$ cat src/rtc_regs_pkg.sv
// Purpose: Shared constants for the calendar clock alarm, shift and stamp registers.
// Assumes: 32-bit register port, word offsets as byte addresses.
// Notes: Key sequence values and extra offsets are local choices.
package rtc_regs_pkg;
	localparam logic [7:0] off_alarm = 8'h1c;
	localparam logic [7:0] off_key = 8'h24;
	localparam logic [7:0] off_subsec = 8'h28;
	localparam logic [7:0] off_shift = 8'h2c;
	localparam logic [7:0] off_stamp = 8'h30;
	localparam logic [7:0] off_status = 8'h0c;
	localparam logic [7:0] off_control = 8'h08;
	localparam logic [7:0] key_first = 8'hca;
	localparam logic [7:0] key_second = 8'h53;
	localparam int bit_date_ignore = 31;
	localparam int bit_weekday_select = 30;
	localparam int bit_hours_ignore = 23;
	localparam int bit_afternoon = 22;
	localparam int bit_minutes_ignore = 15;
	localparam int bit_seconds_ignore = 7;
	localparam int bit_add_one_second = 31;
	localparam int lsb_date = 24;
	localparam int lsb_hour = 16;
	localparam int lsb_minute = 8;
	localparam int lsb_second = 0;
	localparam logic [31:0] alarm_reset = 32'h0000_0000;
	localparam logic [31:0] stamp_time_mask = 32'h007f_7f7f;
	localparam logic [7:0] date_tens_units_mask = 8'h3f;
	localparam logic [7:0] weekday_units_mask = 8'h0f;
	localparam logic [7:0] hour_field_mask = 8'h7f;
	localparam logic [7:0] ms_field_mask = 8'h7f;
	// Status bit positions.
	localparam int st_alarm_write_allowed = 0;
	localparam int st_shift_pending = 3;
	localparam int st_shadow_synced = 5;
	localparam int st_init = 6;
	localparam int st_alarm_flag = 8;
	localparam int st_stamp_flag = 11;
	localparam int st_unlocked = 16;
	// Control bit positions.
	localparam int ct_shadow_bypass = 5;
	localparam int ct_alarm_enable = 8;
endpackage : rtc_regs_pkg

$ cat src/rtc_alarm_shift_timestamp_regs.sv
// Purpose: Alarm compare, protection key, sub-second readout, shift and stamp registers.
// Assumes: Calendar and stamp source share this clock; the prescaler count comes from another.
// Notes: rst_n is the clock-domain reset; sys_rst_n is the system reset.
//
// Strobed register access was decided locally.
`timescale 1ns/1ps
`default_nettype none
// Operation
// - Alarm writes need write-allowed flag or initialisation.
// - Bit 31 ignores date or weekday.
// - Bit 30 makes units a weekday.
// - Bit 23 ignores hours.
// - Bit 15 ignores minutes.
// - Bit 7 ignores seconds.
// - Date, afternoon and hour fields positions.
// - Minute and second fields, all read/write.
// - Afternoon bit one means afternoon.
// - Clock reset clears alarm, shift, stamp registers.
// - Locked protection ignores alarm and shift writes.
// - Key is write-only byte, reads zero.
// - Sub-second reads prescaler down-counter.
// - System reset zeroes readout unless bypassed.
// - Count above prescale only after shift.
// - Add-one-second bit is write-only, held until the next accepted shift write.
// - Fraction write adds to prescaler counter.
// - Shift writes ignored while shift pending.
// - Fraction write clears shadow synced flag.
// - Stamp time valid only with stamp flag.
// - Shift write sets pending until executed.
// - Stamp event sets flag, captures time.
// - Alarm flag set on unmasked match.
module rtc_alarm_shift_timestamp_regs (
	input wire logic clock,
	input wire logic rst_n,
	input wire logic sys_rst_n,
	input wire logic clk_en,
	input wire logic [7:0] addr,
	input wire logic [31:0] wdata,
	input wire logic wr_en,
	input wire logic rd_en,
	output logic [31:0] rdata,
	input wire logic [15:0] prescaler_count,
	input wire logic [31:0] cal_time,
	input wire logic [31:0] cal_date,
	input wire logic cal_advance,
	input wire logic shadow_copy,
	input wire logic shift_done,
	input wire logic stamp_event,
	output logic shift_add_second,
	output logic [14:0] shift_fraction,
	output logic shift_strobe,
	output logic alarm_flag,
	output logic stamp_flag,
	output logic shift_pending,
	output logic shadow_synced_flag
);
	typedef enum logic [2:0] {
		lock_closed = 3'b001,
		lock_half = 3'b010,
		lock_open = 3'b100
	} lock_t;
	typedef struct packed {
		lock_t lock;
		logic [31:0] alarm;
		logic [31:0] stamp;
		logic [15:0] subsec;
		logic stamp_flag;
		logic alarm_flag;
		logic pending;
		logic synced;
		logic init_mode;
		logic alarm_en;
		logic bypass;
		logic add_sec;
		logic [14:0] fraction;
		logic strobe;
		logic [31:0] rdata;
	} state_t;
	state_t s_r;
	state_t s_nxt;
	logic [15:0] presc_s1_r;
	logic [15:0] presc_s2_r;
	logic [15:0] presc_s3_r;
	logic wr_key;
	logic wr_control;
	logic wr_status;
	logic wr_alarm;
	logic wr_shift;
	logic match;
	function automatic logic field_eq(input logic [31:0] a, input logic [31:0] b,
		input int lsb, input logic [7:0] m);
		field_eq = ((a >> lsb) & 32'(m)) == ((b >> lsb) & 32'(m));
	endfunction : field_eq
	function automatic logic addr_hit(input logic [7:0] a, input logic [7:0] off);
		addr_hit = a == off;
	endfunction : addr_hit
	// Prescaler count is on another clock; a word is taken only once two samples agree.
	always_ff @(posedge clock) begin
		if (clk_en) begin
			presc_s1_r <= prescaler_count;
			presc_s2_r <= presc_s1_r;
			presc_s3_r <= presc_s2_r;
		end
	end
	assign wr_key = wr_en && addr_hit(addr, rtc_regs_pkg::off_key);
	assign wr_control = wr_en && addr_hit(addr, rtc_regs_pkg::off_control);
	assign wr_status = wr_en && addr_hit(addr, rtc_regs_pkg::off_status);
	assign wr_alarm = wr_en && addr_hit(addr, rtc_regs_pkg::off_alarm) && s_r.lock == lock_open
		&& (!s_r.alarm_en || s_r.init_mode);
	assign wr_shift = wr_en && addr_hit(addr, rtc_regs_pkg::off_shift) && s_r.lock == lock_open
		&& !s_r.pending;
	always_comb begin
		logic d_ok;
		logic h_ok;
		logic m_ok;
		logic sec_ok;
		d_ok = 1'b0;
		h_ok = 1'b0;
		m_ok = 1'b0;
		sec_ok = 1'b0;
		if (s_r.alarm[rtc_regs_pkg::bit_weekday_select]) begin
			d_ok = field_eq(s_r.alarm, {5'h00, cal_date[15:13], 24'h000000}, rtc_regs_pkg::lsb_date,
				rtc_regs_pkg::weekday_units_mask);
		end else begin
			d_ok = field_eq(s_r.alarm, {2'b00, cal_date[5:0], 24'h000000}, rtc_regs_pkg::lsb_date,
				rtc_regs_pkg::date_tens_units_mask);
		end
		h_ok = field_eq(s_r.alarm, cal_time, rtc_regs_pkg::lsb_hour,
			rtc_regs_pkg::hour_field_mask);
		m_ok = field_eq(s_r.alarm, cal_time, rtc_regs_pkg::lsb_minute,
			rtc_regs_pkg::ms_field_mask);
		sec_ok = field_eq(s_r.alarm, cal_time, rtc_regs_pkg::lsb_second,
			rtc_regs_pkg::ms_field_mask);
		match = (s_r.alarm[rtc_regs_pkg::bit_date_ignore] || d_ok)
			&& (s_r.alarm[rtc_regs_pkg::bit_hours_ignore] || h_ok)
			&& (s_r.alarm[rtc_regs_pkg::bit_minutes_ignore] || m_ok)
			&& (s_r.alarm[rtc_regs_pkg::bit_seconds_ignore] || sec_ok);
	end
	always_comb begin
		s_nxt = s_r;
		s_nxt.strobe = 1'b0;
		s_nxt.rdata = 32'h0000_0000;
		if (presc_s2_r == presc_s3_r)
			s_nxt.subsec = presc_s2_r;
		if (wr_key) begin
			unique case (s_r.lock)
				lock_closed: s_nxt.lock = (wdata[7:0] == rtc_regs_pkg::key_first) ?
					lock_half : lock_closed;
				lock_half: s_nxt.lock = (wdata[7:0] == rtc_regs_pkg::key_second) ?
					lock_open : lock_closed;
				lock_open: s_nxt.lock = lock_closed;
			endcase
		end
		if (wr_alarm)
			s_nxt.alarm = wdata;
		if (wr_control) begin
			s_nxt.init_mode = wdata[rtc_regs_pkg::st_init];
			s_nxt.alarm_en = wdata[rtc_regs_pkg::ct_alarm_enable];
			s_nxt.bypass = wdata[rtc_regs_pkg::ct_shadow_bypass];
		end
		if (shadow_copy)
			s_nxt.synced = 1'b1;
		if (s_r.init_mode || s_r.pending || s_r.bypass)
			s_nxt.synced = 1'b0;
		if (shift_done)
			s_nxt.pending = 1'b0;
		if (wr_shift) begin
			s_nxt.add_sec = wdata[rtc_regs_pkg::bit_add_one_second];
			s_nxt.fraction = wdata[14:0];
			s_nxt.strobe = 1'b1;
			s_nxt.pending = 1'b1;
			if (wdata[14:0] != 15'h0000)
				s_nxt.synced = 1'b0;
		end
		if (wr_status) begin
			if (!wdata[rtc_regs_pkg::st_alarm_flag])
				s_nxt.alarm_flag = 1'b0;
			if (!wdata[rtc_regs_pkg::st_stamp_flag]) begin
				s_nxt.stamp_flag = 1'b0;
				s_nxt.stamp = 32'h0000_0000;
			end
			if (!wdata[rtc_regs_pkg::st_shadow_synced])
				s_nxt.synced = 1'b0;
		end
		if (cal_advance && s_r.alarm_en && !s_r.init_mode && match)
			s_nxt.alarm_flag = 1'b1;
		if (stamp_event) begin
			s_nxt.stamp_flag = 1'b1;
			s_nxt.stamp = cal_time & rtc_regs_pkg::stamp_time_mask;
		end
		if (rd_en) begin
			unique case (addr)
				rtc_regs_pkg::off_alarm: s_nxt.rdata = s_r.alarm;
				rtc_regs_pkg::off_subsec: s_nxt.rdata = {16'h0000, s_r.subsec};
				rtc_regs_pkg::off_stamp: s_nxt.rdata = s_r.stamp;
				rtc_regs_pkg::off_control: s_nxt.rdata = {23'h0, s_r.alarm_en, 2'b00,
					s_r.bypass, 5'h00} | (32'(s_r.init_mode) << rtc_regs_pkg::st_init);
				rtc_regs_pkg::off_status: s_nxt.rdata = {15'h0, s_r.lock == lock_open,
					4'h0, s_r.stamp_flag, 2'b00, s_r.alarm_flag, 1'b0, s_r.init_mode,
					s_r.synced, 1'b0, s_r.pending, 2'b00,
					!s_r.alarm_en || s_r.init_mode};
				default: s_nxt.rdata = 32'h0000_0000;
			endcase
		end
	end
	always_ff @(posedge clock) begin
		if (!rst_n) begin
			s_r.lock <= lock_closed;
			s_r.alarm <= rtc_regs_pkg::alarm_reset;
			s_r.stamp <= 32'h0000_0000;
			s_r.subsec <= 16'h0000;
			s_r.stamp_flag <= 1'b0;
			s_r.alarm_flag <= 1'b0;
			s_r.pending <= 1'b0;
			s_r.synced <= 1'b0;
			s_r.init_mode <= 1'b0;
			s_r.alarm_en <= 1'b0;
			s_r.bypass <= 1'b0;
			s_r.add_sec <= 1'b0;
			s_r.fraction <= 15'h0000;
			s_r.strobe <= 1'b0;
			s_r.rdata <= 32'h0000_0000;
		end else if (!sys_rst_n) begin
			s_r.lock <= lock_closed;
			s_r.rdata <= 32'h0000_0000;
			s_r.strobe <= 1'b0;
			if (!s_r.bypass)
				s_r.subsec <= 16'h0000;
		end else if (clk_en) begin
			s_r <= s_nxt;
		end
	end
	assign rdata = s_r.rdata;
	assign shift_add_second = s_r.add_sec;
	assign shift_fraction = s_r.fraction;
	assign shift_strobe = s_r.strobe;
	assign alarm_flag = s_r.alarm_flag;
	assign stamp_flag = s_r.stamp_flag;
	assign shift_pending = s_r.pending;
	assign shadow_synced_flag = s_r.synced;
	property p_locked_alarm;
		@(posedge clock) disable iff (!rst_n || !sys_rst_n)
		(clk_en && wr_en && addr == rtc_regs_pkg::off_alarm && s_r.lock != lock_open)
			|=> $stable(s_r.alarm);
	endproperty
	a_locked_alarm: assert property (p_locked_alarm) else $error("locked alarm write took");

	property p_pending_block;
		@(posedge clock) disable iff (!rst_n || !sys_rst_n)
		(clk_en && s_r.pending && !shift_done) |=> !shift_strobe;
	endproperty
	a_pending_block: assert property (p_pending_block) else $error("shift while pending");

	property p_shift_sets;
		@(posedge clock) disable iff (!rst_n || !sys_rst_n)
		(clk_en && wr_shift) |=> shift_pending && shift_strobe;
	endproperty
	a_shift_sets: assert property (p_shift_sets) else $error("pending not set");

	property p_stamp;
		@(posedge clock) disable iff (!rst_n || !sys_rst_n)
		(clk_en && stamp_event) |=> stamp_flag;
	endproperty
	a_stamp: assert property (p_stamp) else $error("stamp flag not set");

	property p_stamp_zero;
		@(posedge clock) disable iff (!rst_n)
		!stamp_flag |-> s_r.stamp == 32'h0000_0000;
	endproperty
	a_stamp_zero: assert property (p_stamp_zero) else $error("stamp held without flag");

	property p_key_reads_zero;
		@(posedge clock) disable iff (!rst_n || !sys_rst_n)
		(clk_en && rd_en && addr == rtc_regs_pkg::off_key) |=> rdata == 32'h0000_0000;
	endproperty
	a_key_reads_zero: assert property (p_key_reads_zero) else $error("key read nonzero");

	property p_alarm_match;
		@(posedge clock) disable iff (!rst_n || !sys_rst_n)
		(clk_en && cal_advance && s_r.alarm_en && !s_r.init_mode && match) |=> alarm_flag;
	endproperty
	a_alarm_match: assert property (p_alarm_match) else $error("alarm flag missed");

	property p_fraction_sync;
		@(posedge clock) disable iff (!rst_n || !sys_rst_n)
		(clk_en && wr_shift && wdata[14:0] != 15'h0000) |=> !shadow_synced_flag;
	endproperty
	a_fraction_sync: assert property (p_fraction_sync) else $error("synced not cleared");

	property p_shift_reads_zero;
		@(posedge clock) disable iff (!rst_n || !sys_rst_n)
		(clk_en && rd_en && addr == rtc_regs_pkg::off_shift) |=> rdata == 32'h0000_0000;
	endproperty
	a_shift_reads_zero: assert property (p_shift_reads_zero) else $error("shift read nonzero");

	property p_clock_reset;
		@(posedge clock)
		!rst_n |=> s_r.alarm == rtc_regs_pkg::alarm_reset && s_r.stamp == 32'h0000_0000 && !shift_pending;
	endproperty
	a_clock_reset: assert property (p_clock_reset) else $error("clock reset not cleared");

	property p_sys_keeps;
		@(posedge clock)
		(rst_n && !sys_rst_n) |=> !rst_n || ($stable(s_r.alarm) && $stable(s_r.stamp));
	endproperty
	a_sys_keeps: assert property (p_sys_keeps) else $error("system reset changed alarm");

	property p_sys_subsec;
		@(posedge clock)
		(rst_n && !sys_rst_n && !s_r.bypass) |=> s_r.subsec == 16'h0000;
	endproperty
	a_sys_subsec: assert property (p_sys_subsec) else $error("readout not zeroed");

	property p_sys_bypass;
		@(posedge clock)
		(rst_n && !sys_rst_n && s_r.bypass) |=> !rst_n || $stable(s_r.subsec);
	endproperty
	a_sys_bypass: assert property (p_sys_bypass) else $error("bypassed readout changed");

	property p_rdata_idle;
		@(posedge clock) disable iff (!rst_n || !sys_rst_n)
		(clk_en && !rd_en) |=> rdata == 32'h0000_0000;
	endproperty
	a_rdata_idle: assert property (p_rdata_idle) else $error("read data without read");

	property p_no_false_alarm;
		@(posedge clock) disable iff (!rst_n || !sys_rst_n)
		(clk_en && !cal_advance && !alarm_flag) |=> !alarm_flag;
	endproperty
	a_no_false_alarm: assert property (p_no_false_alarm) else $error("alarm without advance");

	property p_alarm_lands;
		@(posedge clock) disable iff (!rst_n || !sys_rst_n)
		(clk_en && wr_alarm) |=> s_r.alarm == $past(wdata);
	endproperty
	a_alarm_lands: assert property (p_alarm_lands) else $error("alarm write lost");

	property p_refused_alarm;
		@(posedge clock) disable iff (!rst_n || !sys_rst_n)
		(clk_en && wr_en && addr == rtc_regs_pkg::off_alarm && s_r.alarm_en && !s_r.init_mode)
			|=> $stable(s_r.alarm);
	endproperty
	a_refused_alarm: assert property (p_refused_alarm) else $error("disallowed alarm write took");

	property p_done_clears;
		@(posedge clock) disable iff (!rst_n || !sys_rst_n)
		(clk_en && shift_done && !wr_shift) |=> !shift_pending;
	endproperty
	a_done_clears: assert property (p_done_clears) else $error("pending not cleared");

	property p_strobe_single;
		@(posedge clock) disable iff (!rst_n || !sys_rst_n)
		(clk_en && shift_strobe) |=> !shift_strobe;
	endproperty
	a_strobe_single: assert property (p_strobe_single) else $error("shift strobe too long");

	property p_stamp_capture;
		@(posedge clock) disable iff (!rst_n || !sys_rst_n)
		(clk_en && stamp_event) |=> s_r.stamp == ($past(cal_time) & rtc_regs_pkg::stamp_time_mask);
	endproperty
	a_stamp_capture: assert property (p_stamp_capture) else $error("stamp time not captured");

	property p_stamp_clear;
		@(posedge clock) disable iff (!rst_n || !sys_rst_n)
		(clk_en && wr_status && !wdata[rtc_regs_pkg::st_stamp_flag] && !stamp_event) |=> !stamp_flag;
	endproperty
	a_stamp_clear: assert property (p_stamp_clear) else $error("stamp flag not cleared");

	property p_key_relock;
		@(posedge clock) disable iff (!rst_n || !sys_rst_n)
		(clk_en && wr_key && s_r.lock == lock_open) |=> s_r.lock == lock_closed;
	endproperty
	a_key_relock: assert property (p_key_relock) else $error("key write did not relock");
endmodule : rtc_alarm_shift_timestamp_regs
`default_nettype wire

$ cat config.mk
export PLATFORM = sky130hd
export DESIGN_NAME = rtc_alarm_shift_timestamp_regs
export DESIGN_NICKNAME = d
export VERILOG_FILES = /design/src/rtc_regs_pkg.sv /design/src/rtc_alarm_shift_timestamp_regs.sv
export SDC_FILE = /design/constraint.sdc
export NUM_CORES = 1
export LEC_CHECK = 0
export BUFFER_PORTS_ARGS = -buffer_cell sky130_fd_sc_hd__buf_2
export CORE_ASPECT_RATIO = 1.5
export CORE_MARGIN = 2
export CORE_UTILIZATION = 25
export DETAILED_ROUTE_END_ITERATION = 16
export PLACE_DENSITY = 0.54
export SETUP_SLACK_MARGIN = 0.05
export SLEW_MARGIN = 25
export SYNTH_ARGS = -nofsm -noshare
export SYNTH_HDL_FRONTEND = slang
export SYNTH_SLANG_ARGS = --single-unit
$ cat constraint.sdc
create_clock -name clock -period 1.7 [get_ports clock]
set_input_delay 0.34 -clock clock [delete_from_list [all_inputs] [get_ports clock]]
set_output_delay 0.34 -clock clock [all_outputs]
set_load 0.01 [all_outputs]
# --- Yosys cells after proc, flatten, opt, wreduce, memory -nomap -nowiden ---
# Index checks and enable logic that the tools add are counted.
word_totals:
  reg_bits: 187
  inputBits: 130
  out_inout_bits: 53
  word_cells: 108
classes:
  eq_ne: 23
  mux: 27
  bitwise_logic: 1
  reduce_logical: 39
ops:
  columns: ["operator", "count"]
  rows:
  - ["case mux 32 bit (5 select lines)", 1]
  - ["2-to-1 mux 32 bit", 4]
  - ["2-to-1 mux 72 bit", 1]
  - ["2-to-1 mux 16 bit", 3]
  - ["== test 8 x 6 -> 1 bit (second input constant)", 4]
  - ["== test 7 bit", 3]
  - ["2-to-1 mux 17 bit", 1]
  - ["== test 16 bit", 1]
  - ["== test 8 x 4 -> 1 bit (second input constant)", 2]
  - ["logical AND 1 bit", 15]
  - ["AND reduction 3 bit", 5]
  - ["nonzero test 15 bit", 1]
  - ["2-to-1 mux 1 bit", 11]
  - ["OR 9 x 7 -> 9 bit", 1]
  - ["case mux 3 bit (3 select lines)", 1]
  - ["== test 8 x 5 -> 1 bit (second input constant)", 1]
  - ["== test 8 x 7 -> 1 bit (second input constant)", 1]
  - ["== test 8 bit (second input constant)", 1]
  - ["!= test 2 x 1 -> 1 bit (second input constant)", 4]
  - ["AND reduction 4 bit", 2]
  - ["logical OR 1 bit", 7]
  - ["== test 6 bit", 1]
  - ["2-to-1 mux 2 bit", 3]
  - ["2-to-1 mux 3 bit", 2]
  - ["other kinds (8)", 14]

# --- Longest topological paths before layout ---
# Gate-level depths: netlist of the first run.
logic_depth:
  depth_word: 10
  depth_mapped: 8
  ltp_nobuf: 5

# --- Least setup slack after synthesis of the first run ---
# Ideal clock, no wire load.
synth_timing:
  kind: "input port to flip-flop"
  start: "input port addr[4]"
  end: "register s_r[73] (netlist name)"
  setup_ps: 118
  arrival_ps: 1672
  t_required_ps: 1582
  slack_ps: -91
  path_stages: 7
  n_path_buf: 2
  path_cell_list: "buf_6 or4_4 nor4_4 nor2_2 buf_6 a22oi_1 nor2b_1"
synth_between:
  elab_chain_len: 4
synth_lines:
  columns: ["element", "line_no", "text"]
  rows:
  - ["start, declared", "rtc_alarm_shift_timestamp_regs.sv:37", "input wire logic [7:0] addr,"]
  - ["== test 8 x 4 -> 1 bit", "rtc_alarm_shift_timestamp_regs.sv:95", "addr_hit = a == off;"]
  - ["logical AND 1 bit", "rtc_alarm_shift_timestamp_regs.sv:107", "assign wr_status = wr_en && addr_hit(addr, rtc_regs_pkg::off_status);"]
  - ["nonzero test 2 bit (no source line)", null, null]
  - ["AND reduction 4 bit (no source line)", null, null]
  - ["end signal, assigned", "rtc_alarm_shift_timestamp_regs.sv:230", "s_r <= s_nxt;"]
  - ["end, declared", "rtc_alarm_shift_timestamp_regs.sv:79", "state_t s_r;"]
# Every way passes these cells.
# A chain may end at the register's enable or synchronous reset.

# --- Worst setup path in the final report of the first run ---
layout_timing:
  start: "register presc_s2_r[4]"
  end: "register s_r[61] (netlist name)"
layout_between:
  elab_chain_len: 3
layout_lines:
  columns: ["element", "line_no", "text"]
  rows:
  - ["start, declared", "rtc_alarm_shift_timestamp_regs.sv:82", "logic [15:0] presc_s2_r;"]
  - ["start signal, assigned", "rtc_alarm_shift_timestamp_regs.sv:101", "presc_s2_r <= presc_s1_r;"]
  - ["== test 16 bit", "rtc_alarm_shift_timestamp_regs.sv:143", "if (presc_s2_r == presc_s3_r)"]
  - ["!= test 2 x 1 -> 1 bit (no source line)", null, null]
  - ["AND reduction 3 bit (no source line)", null, null]
# Every way passes these cells.

==> run_results.csv, run 1 <==
group,metric,value,unit
critical_path,cp_slowest_cell,"edfxtp_1",
detailed_routing,finalWirelength,23800,µm
final_layout,n_antenna_cell,0,
floorplanning,initial_utilization,25.3,%
timing,fmax,0.542,GHz
critical_path,critPathLaunchType,"register",
clock_network,cts_hold_buffers,0,
timing,hold_violations,0,
yosys,synth_cells,785,
floorplanning,rows,80,
global_route,gr-total-overflow,0,
timing,relSlewSlack,61.4,%
power,p_leak,3.92,nW
place,portBuffers,148,
final_layout,final_cells,1379,
run_status,status,"finished, violations left",
critical_path,worstPathMaxFanout,16,
critical_path,critPathMaxStageDelay,0.39,ns
yosys,synth_xor_area_share,5.15,%
detailed_routing,antenna_left,0,
global_route,grt_pass1_wl,35900,µm
timing,finalClockSkew,0.00856,ns
place,post-place-ws,-0.347,ns
floorplanning,die_area,0.0334,mm²
yosys,synth_top_family_by_area,"simple AND/OR/NAND/NOR gates",
yosys,async_flop_share,0,%
detailed_routing,dr.pass1.iters,4,
timing,slew_viol_final,0,
yosys,ys_seq_area_share,50.1,%
detailed_routing,post_drt_wl_per_cell,17.2,µm
final_layout,num-nets-final,1086,
place,dp_cells,1344,
clock_network,cts_root_buf,"clkbuf_16",
final_layout,layout_commonest_cell,"buf_2",
detailed_routing,drc,0,
yosys,syn-cell-area,0.00799,mm²
timing,setup_violations,16,
floorplanning,coreArea,0.0316,mm²
critical_path,crit_family,"simple AND/OR/NAND/NOR gates",
final_layout,area_delta_synth_final,27.4,%
clock_network,cts_sinks,176,
run,max_cap_viol_count,0,
yosys,synth-main-ff-cell,"dfxtp_1",
critical_path,timing_worst_setup_path_type,"register to register",
critical_path,crit_arrival,2.17,ns
floorplanning,die_h,223,µm
final_layout,drive_gt1_share,36.0,%
yosys,synth_cell_types,58,
timing,post-route-period-util,109,%
yosys,synth_edf_count,48,
hold_path,hp-class,"input pin to register",
clock_network,cts_tree,"built",
critical_path,crit_buf_inv,1,
critical_path,required,2.02,ns
final_layout,final_cell_mix,"148 x buf_2, 131 x nand2_1, 127 x dfxtp_1",
yosys,synth-compound-area-share,15.6,%
clock_network,cts_buffers,17,
critical_path,end_kind,"register",
yosys,synth-seq-cells,176,
power,finalPower,0.00898,W
yosys,synth-simple-area-share,18.3,%
critical_path,path_cells,"xor2_1 > nor4_2 > nand4_1 > o32a_1 > buf_12 > mux2i_1",
detailed_routing,drt-initial-drc-count,304,
yosys,synth_fa_ha_area_share,0,%
place,detailed_place_hpwl,18500,µm
power,ir_drop,0.684,mV
timing,worst_slack,-0.146,ns
yosys,synth_nets,915,
floorplanning,die_w,150,µm
floorplanning,ios,183,
global_route,antenna_found_initial,4,
clock_network,cts_buffer_depth,2,
yosys,synthMuxAreaShare,3.38,%
timing,tightest_slew,0.580,ns
timing,fin_hold_ws,0.0739,ns
global_route,grt_pass1_vias,6151,
clock_network,cts-htree-levels,4,
clock_network,clock_latency,0.43,ns
detailed_routing,viasPerCell,4.41,
global_route,track_usage,14.3,%
global_route,grt_max_degree,60,
place,place.gp.congestion,0.838,
final_layout,post-route-util,32.2,%
run_status,failed_checks,"negative setup slack",
power,pwr_density_cell,882,mW/mm²
timing,rsz0062_at_grt,"true",
yosys,synth_area_per_cell,10.2,µm²
yosys,yosysWarnings,0,
detailed_routing,vias,6086,
timing,post-route-min-period,1.85,ns
clock_network,path_clk_slew,0.07,ns
[metal layers]
layer	up-vias	GRT usage, %	routed length, µm
met5	-	0	51
met4	8	4.63	426
met3	32	2.92	1070
met2	139	27.3	13100
met1	2876	15.4	9130
li1	3031	-	-
[cell type report]
class / instances / area (µm²)
Fill cell: 3335 / 21400
Clock buffer: 19 / 433
Multi-Input combinational cell: 517 / 3530
Inverter: 1 / 3.75
Clock inverter: 13 / 126
Sequential cell: 176 / 4010
Timing Repair Buffer: 243 / 1570
Tap cell: 410 / 513
[flip-flops by register name, indices dropped and copies added (netlist names), 15 cells and up]
signal,count
presc_s3_r,16
rdata,32
shift_fraction,15
presc_s2_r,16
s_r,75
presc_s1_r,16
[synth_stat cells, drive strengths merged (2+ instances only)]
cell,instances,area (µm²)
a21boi,49,454
a21oi,23,115
a22o,21,184
a22oi,31,283
a2bb2oi,2,17.5
and2,3,18.8
and3,6,37.5
buf,63,489
clkbuf,28,105
dfxtp,128,2560
edfxtp,48,1440
mux2i,27,270
nand2,145,547
nand2b,4,25.0
nand3,7,35.0
nand4,9,56.3
nor2,31,126
nor2b,46,288
nor3,9,50.1
nor3b,4,35.0
nor4,14,133
o21ai,14,70.1
o2bb2ai,3,26.3
o311ai,2,17.5
or4,2,18.8
xnor2,15,131
xor2,32,280
[logic make-up (layout without fill, tap and decap cells)]
group | after synthesis | in the layout
buffers and inverters | 92 | 276
muxes | 27 | 27
and+or+nand+nor | 288 | 288
DFF | 176 | 176
AOI/OAI and AO/OA | 155 | 155
xor gates and xnor gates | 47 | 47
[metrics by stage]
step	area [µm²]	TNS (ns)
global placement	9540	-22.89
detailed placement	9540	-24.20
global route	10200	-4.10
CTS	10100	-2.81
floorplan	8100	-0.261
finish	10200	-2.22
[worst register-to-register path: stages (launching register included)]
cell and delay, ns:
edfxtp_1 0.39, xor2_1 0.19, nor4_2 0.36, nand4_1 0.15, o32a_1 0.34, buf_12 0.17, mux2i_1 0.12
[timing repair]
action,in CTS,in global routing
endpoints found under the setup margin,17,73
setup buffers,1,2
pin swaps,0,6
endpoints found under the hold margin,0,0
resized for setup,3,9
[report_power, final]
part	switching (W)	internal (W)	leakage (nW)
sequential	0.0000556	0.00443	1.50
combinational	0.000351	0.000313	2.13
clock	0.00177	0.00206	0.281
total	0.00218	0.00680	3.92
[path summary, 6_finish.rpt]
check / start / endpoint / slack, ns / cells past startpoint
worst max-delay path: presc_s2_r[4] / s_r[61] / -0.15 / 6
worst min-delay path: prescaler_count[3] / presc_s1_r[3] / 0.07 / 1
worst min register to register: presc_s1_r[3] / presc_s2_r[3] / 0.42 / 0
worst max register to register: presc_s2_r[4] / s_r[61] / -0.15 / 6
Note: power is estimated with default switching activity, not from simulation.
==> run 2: changes to the inputs <==
--- a/config.mk
+++ b/config.mk
@@ -10,7 +10,7 @@
 export CORE_MARGIN = 2
 export CORE_UTILIZATION = 25
 export DETAILED_ROUTE_END_ITERATION = 16
-export PLACE_DENSITY = 0.54
+export PLACE_DENSITY = 0.52
 export SETUP_SLACK_MARGIN = 0.05
 export SLEW_MARGIN = 25
 export SYNTH_ARGS = -nofsm -noshare
==> constraint.sdc (replaced) <==
create_clock -name clock -period 1.91 [get_ports clock]
set_input_delay 0.382 -clock clock [delete_from_list [all_inputs] [get_ports clock]]
set_output_delay 0.382 -clock clock [all_outputs]
set_load 0.01 [all_outputs]
==> run 2 against run 1 <==
- total power decreased by 10%
- clock-buffer cell count decreased by 2
- the flow still finishes with violations (negative setup slack)
- critical path depth unchanged
- highest routed layer unchanged
- die area is the same
- largest cell class unchanged
- sequential share of layout area rose by 1.1 points
- flip-flop and latch count unchanged
- clock skew grew 0.00059 ns
- critical path type unchanged
==> run_results.csv, run 2 (synthesis gave the netlist of run 1 again) <==
group,metric,value,unit
place,place.gp.congestion,0.848,
hold_path,hold_start,"prescaler_count[3]",
floorplanning,rows,80,
critical_path,r2r_end,"s_r[66]",
critical_path,timing_worst_setup_path_type,"register to register",
detailed_routing,vias,6007,
clock_network,cts_buffers,17,
clock_network,cts_root_buf,"clkbuf_16",
critical_path,r2r_start,"presc_s2_r[3]",
global_route,gr-total-overflow,0,
final_layout,final_cell_mix,"148 x buf_2, 144 x nand2_1, 128 x dfxtp_1",
hold_path,hold_end,"presc_s1_r[3]",
timing,post-route-min-period,2.05,ns
timing,rsz0062_at_grt,"true",
global_route,grt_max_degree,64,
power,p_leak,3.77,nW
clock_network,cts-htree-levels,4,
place,post-place-ws,-0.131,ns
timing,finalClockSkew,0.00915,ns
clock_network,cts_tree,"built",
floorplanning,ios,183,
final_layout,largestRegisters,"s_r (75), rdata (32)",
detailed_routing,detail_route.wirelength.met1,9250,µm
clock_network,clock_latency,0.43,ns
detailed_routing,finalWirelength,23600,µm
floorplanning,die_w,150,µm
detailed_routing,drc,0,
timing,hold_violations,0,
timing,tightest_slew,0.601,ns
timing,worst_slack,-0.137,ns
critical_path,critPathLaunchType,"register",
global_route,track_usage,14.3,%
critical_path,cp_slowest_cell,"edfxtp_1",
power,finalPower,0.00808,W
detailed_routing,top_layer_used,"met5",
hold_path,hp-class,"input pin to register",
timing,fmax,0.488,GHz
timing,setup_violations,16,
power,pwr_density_cell,815,mW/mm²
place,portBuffers,148,
clock_network,path_clk_slew,0.07,ns
detailed_routing,wl_met2,12800,µm
final_layout,largest_register_ffs,75,
clock_network,cts_buffer_depth,2,
power,ir_drop,0.621,mV
global_route,grt_pass1_wl,35900,µm
detailed_routing,viasPerCell,4.43,
critical_path,crit_arrival,2.37,ns
final_layout,top_register,"s_r",
critical_path,r2r_slack,-0.14,ns
clock_network,cts_sinks,176,
place,detailed_place_hpwl,18100,µm
timing,post-route-period-util,107,%
timing,setup_tns,-2.03,ns
detailed_routing,post_drt_wl_per_cell,17.4,µm
timing,relSlewSlack,60.0,%
hold_path,holdPathStages,1,
timing,slew_viol_final,0,
final_layout,layout_commonest_cell,"buf_2",
detailed_routing,met3WireLength,1120,µm
critical_path,critPathMaxStageDelay,0.41,ns
critical_path,required,2.23,ns
critical_path,rr_worst_depth,6,
global_route,grt_pass1_vias,6107,
critical_path,end_kind,"register",
floorplanning,die_h,223,µm
final_layout,drive_gt1_share,31.6,%
floorplanning,coreArea,0.0316,mm²
final_layout,num-nets-final,1061,
detailed_routing,antenna_left,0,
critical_path,worstPathMaxFanout,16,
clock_network,cts_hold_buffers,0,
run_status,failed_checks,"negative setup slack",
detailed_routing,drt-initial-drc-count,243,
detailed_routing,dr.pass1.iters,4,
global_route,antenna_found_initial,6,
run,max_cap_viol_count,0,
final_layout,area_delta_synth_final,24.0,%
run_status,status,"finished, violations left",
floorplanning,initial_utilization,25.3,%
floorplanning,die_area,0.0334,mm²
critical_path,path_cells,"xor2_1 > nor4_1 > nand4_1 > o32a_1 > buf_12 > mux2i_1",
final_layout,post-route-util,31.3,%
==> run 2: changes by cell type in the layout (fill, tap and decap cells not counted), moves of 3 or more <==
cell,previous run,this run
buf_4,84,61
nand2_1,131,144
clkinv_2,3,0
inv_8,2,6
inv_6,5,2
nand2_2,14,1
diode_2,0,3
a22oi_1,13,21
a22oi_2,18,10
==> run 2: worst max-delay path by stage <==
| stage | depth (start not counted) | endpoint | from |
|---|---|---|---|
| 3_5_place_dp | 8 | s_r[105] | addr[5] |
| 4_1_cts | 7 | s_r[66] | presc_s2_r[7] |
| 6_report | 6 | s_r[66] | presc_s2_r[3] |
| 5_1_grt | 7 | s_r[65] | presc_s2_r[7] |
| 3_3_place_gp | 7 | shadow_synced_flag | addr[5] |
| 2_1_floorplan | 7 | s_r[73] | addr[4] |
==> run 2: per-layer routing <==
metal  track usage, %  vias up
li1                 -     2980
met4             5.36        6
met5                0        -
met1             16.2     2864
met3             2.97       25
met2             25.9      132
==> run 2: critical path, delay by kind of cell (launching register included) <==
| kind | cells | cell delay, ns |
|---|---|---|
| flip-flops | 1 | 0.41 |
| AND/OR/NAND/NOR | 2 | 0.64 |
| AO/OA/AOI/OAI | 1 | 0.39 |
| XOR/XNOR | 1 | 0.18 |
| buffers and inverters | 1 | 0.18 |
| multiplexers | 1 | 0.12 |
==> run 2: what timing repair did <==
item,4_1_cts,5_1_grt
endpoints found under the setup margin,16,49
resized for setup,0,4
buffers inserted,0,0
==> run 2: power breakdown <==
group,internal [W],switching [W]
registers,0.00394,0.0000493
clock network,0.00187,0.00166
logic,0.000259,0.000299
total,0.00607,0.00201
==> run 2: cell type report <==
type	instances	area (µm²)
well taps	410	513
clock inverters	15	169
multi-input cells	517	3410
clock buffers	17	425
repair buffers	218	1380
inverters	1	3.75
fillers	3350	21700
flip-flops and latches	176	4000
diodes	3	7.51
==> run 2: through the flow <==
| stage | hold WS (ns) | area, µm² | instances |
|---|---|---|---|
| final | 0.113 | 9910 | 1357 |
| after detailed placement | 0.405 | 9290 | 1322 |
| after CTS | 0.0962 | 9880 | 1354 |
| after global placement | 0.404 | 9290 | 1322 |
| after global routing | 0.0831 | 9910 | 1356 |
| after floorplan | 0.400 | 7990 | 785 |
==> run 3: changes to the inputs <==
--- a/config.mk
+++ b/config.mk
@@ -8,9 +8,9 @@
 export BUFFER_PORTS_ARGS = -buffer_cell sky130_fd_sc_hd__buf_2
 export CORE_ASPECT_RATIO = 1.5
 export CORE_MARGIN = 2
-export CORE_UTILIZATION = 25
+export CORE_UTILIZATION = 26
 export DETAILED_ROUTE_END_ITERATION = 16
-export PLACE_DENSITY = 0.52
+export PLACE_DENSITY = 0.53
 export SETUP_SLACK_MARGIN = 0.05
 export SLEW_MARGIN = 25
 export SYNTH_ARGS = -nofsm -noshare
==> run 3 against run 2 <==
- the run still ends with negative setup slack left
- fmax up 4.8%
- routed wire length is 1.2% lower
- critical path type unchanged
- core utilization increased by 1.3 points
- combinational power about the same
- non-clock buffer count is 3 lower
==> run_results.csv, run 3 (synthesis gave the netlist of run 1 again) <==
group,metric,value,unit
timing,rsz0062_at_grt,"true",
final_layout,layout_commonest_cell,"buf_2",
final_layout,final_cell_mix,"148 x buf_2, 144 x nand2_1, 128 x dfxtp_1",
floorplanning,initial_utilization,26.4,%
final_layout,num-nets-final,1058,
critical_path,path_cells,"xor2_1 > nor4_1 > buf_4 > nand4_1 > o32a_1 > buf_12 > mux2i_1",
critical_path,cp_slowest_cell,"edfxtp_1",
timing,hold_violations,0,
timing,tightest_slew,0.507,ns
clock_network,path_clk_slew,0.07,ns
clock_network,cts_tree,"built",
global_route,gr-total-overflow,0,
power,ir_drop,0.593,mV
timing,worst_slack,-0.0433,ns
critical_path,critPathLaunchType,"register",
global_route,antenna_found_initial,6,
final_layout,top_register,"s_r",
detailed_routing,post_drt_wl_per_cell,17.4,µm
global_route,track_usage,14.6,%
detailed_routing,finalWirelength,23400,µm
global_route,grt_max_degree,56,
floorplanning,die_area,0.0322,mm²
detailed_routing,antenna_left,0,
clock_network,cts_buffer_depth,2,
clock_network,cts-htree-levels,4,
detailed_routing,vias,5982,
power,p_leak,3.74,nW
critical_path,critPathMaxStageDelay,0.40,ns
critical_path,crit_family,"simple AND/OR/NAND/NOR gates",
global_route,grt_pass1_vias,6084,
critical_path,crit_arrival,2.27,ns
final_layout,nFillCells,3164,
critical_path,worstPathMaxFanout,16,
power,finalPower,0.00801,W
floorplanning,die_h,219,µm
floorplanning,rows,78,
place,post-place-ws,-0.127,ns
timing,fmax,0.512,GHz
detailed_routing,drc,0,
final_layout,largestRegisters,"s_r (75), rdata (32)",
run_status,failed_checks,"negative setup slack",
timing,setup_violations,16,
run,max_cap_viol_count,0,
final_layout,drive_gt1_share,31.1,%
clock_network,cts_buffers,17,
timing,setup_tns,-0.534,ns
floorplanning,ios,183,
detailed_routing,viasPerCell,4.45,
power,pwr_density_cell,811,mW/mm²
clock_network,cts_sinks,176,
timing,post-route-min-period,1.95,ns
critical_path,end_kind,"register",
clock_network,clock_latency,0.44,ns
detailed_routing,drt-initial-drc-count,297,
clock_network,cts_root_buf,"clkbuf_16",
critical_path,timing_worst_setup_path_type,"register to register",
global_route,grt_pass1_wl,35500,µm
timing,post-route-period-util,102,%
detailed_routing,dr.pass1.iters,4,
critical_path,crit_buf_inv,2,
place,portBuffers,148,
timing,slew_viol_final,0,
critical_path,required,2.23,ns
place,detailed_place_hpwl,18000,µm
floorplanning,coreArea,0.0303,mm²
final_layout,largest_register_ffs,75,
timing,finalClockSkew,0.0107,ns
timing,relSlewSlack,66.2,%
floorplanning,die_w,147,µm
run_status,status,"finished, violations left",
place,place.gp.congestion,0.811,
hold_path,hp-class,"input pin to register",
final_layout,area_delta_synth_final,23.7,%
==> run 3: per-layer routing <==
layer	routed length [µm]	track usage (%)	vias up
met3	877	3.24	40
met1	9460	16.3	2812
met4	665	5.90	6
li1	-	-	2988
met2	12300	26.7	136
met5	28	0	-
==> run 3: final timing paths <==
check | start | endpoint | slack [ns] | cells after the start
worst max register to register | presc_s2_r[7] | s_r[70] | -0.04 | 7
worst max-delay path | presc_s2_r[7] | s_r[70] | -0.04 | 7
worst min-delay path | prescaler_count[14] | presc_s1_r[14] | 0.12 | 1
worst min register to register | presc_s1_r[0] | presc_s2_r[0] | 0.42 | 0
==> run 3: layout make-up <==
class	count	area, µm²	share of cell area (%)
sequential	176	4000	40.5
clock buffer	18	429	4.34
timing repair buffer	215	1380	14.0
tap	400	500	5.06
antenna	3	7.51	0.0760
clock inverter	14	155	1.57
inverter	1	3.75	0.0380
multi-input combinational	517	3400	34.4
==> run 3: stage by stage <==
step	cell area [µm²]	util, %	hold slack, ns	cells
global route	9880	32.7	0.101	1342
CTS	9870	32.6	0.0992	1341
floorplan	7990	-	0.400	785
detailed placement	9280	30.7	0.405	1309
finish	9880	32.7	0.119	1344
global placement	9280	30.7	0.403	1309
==> run 3: power by group <==
group | total, W | internal, W | switching (W)
logic | 0.000557 | 0.000262 | 0.000296
clock network | 0.00347 | 0.00184 | 0.00163
registers | 0.00399 | 0.00394 | 0.0000485
==> run 3: repair_timing <==
action,in CTS,in global routing
gates resized for setup,1,1
cloned,0,0
buffers inserted,0,0
hold buffers,0,0
endpoints found under the setup margin,16,41
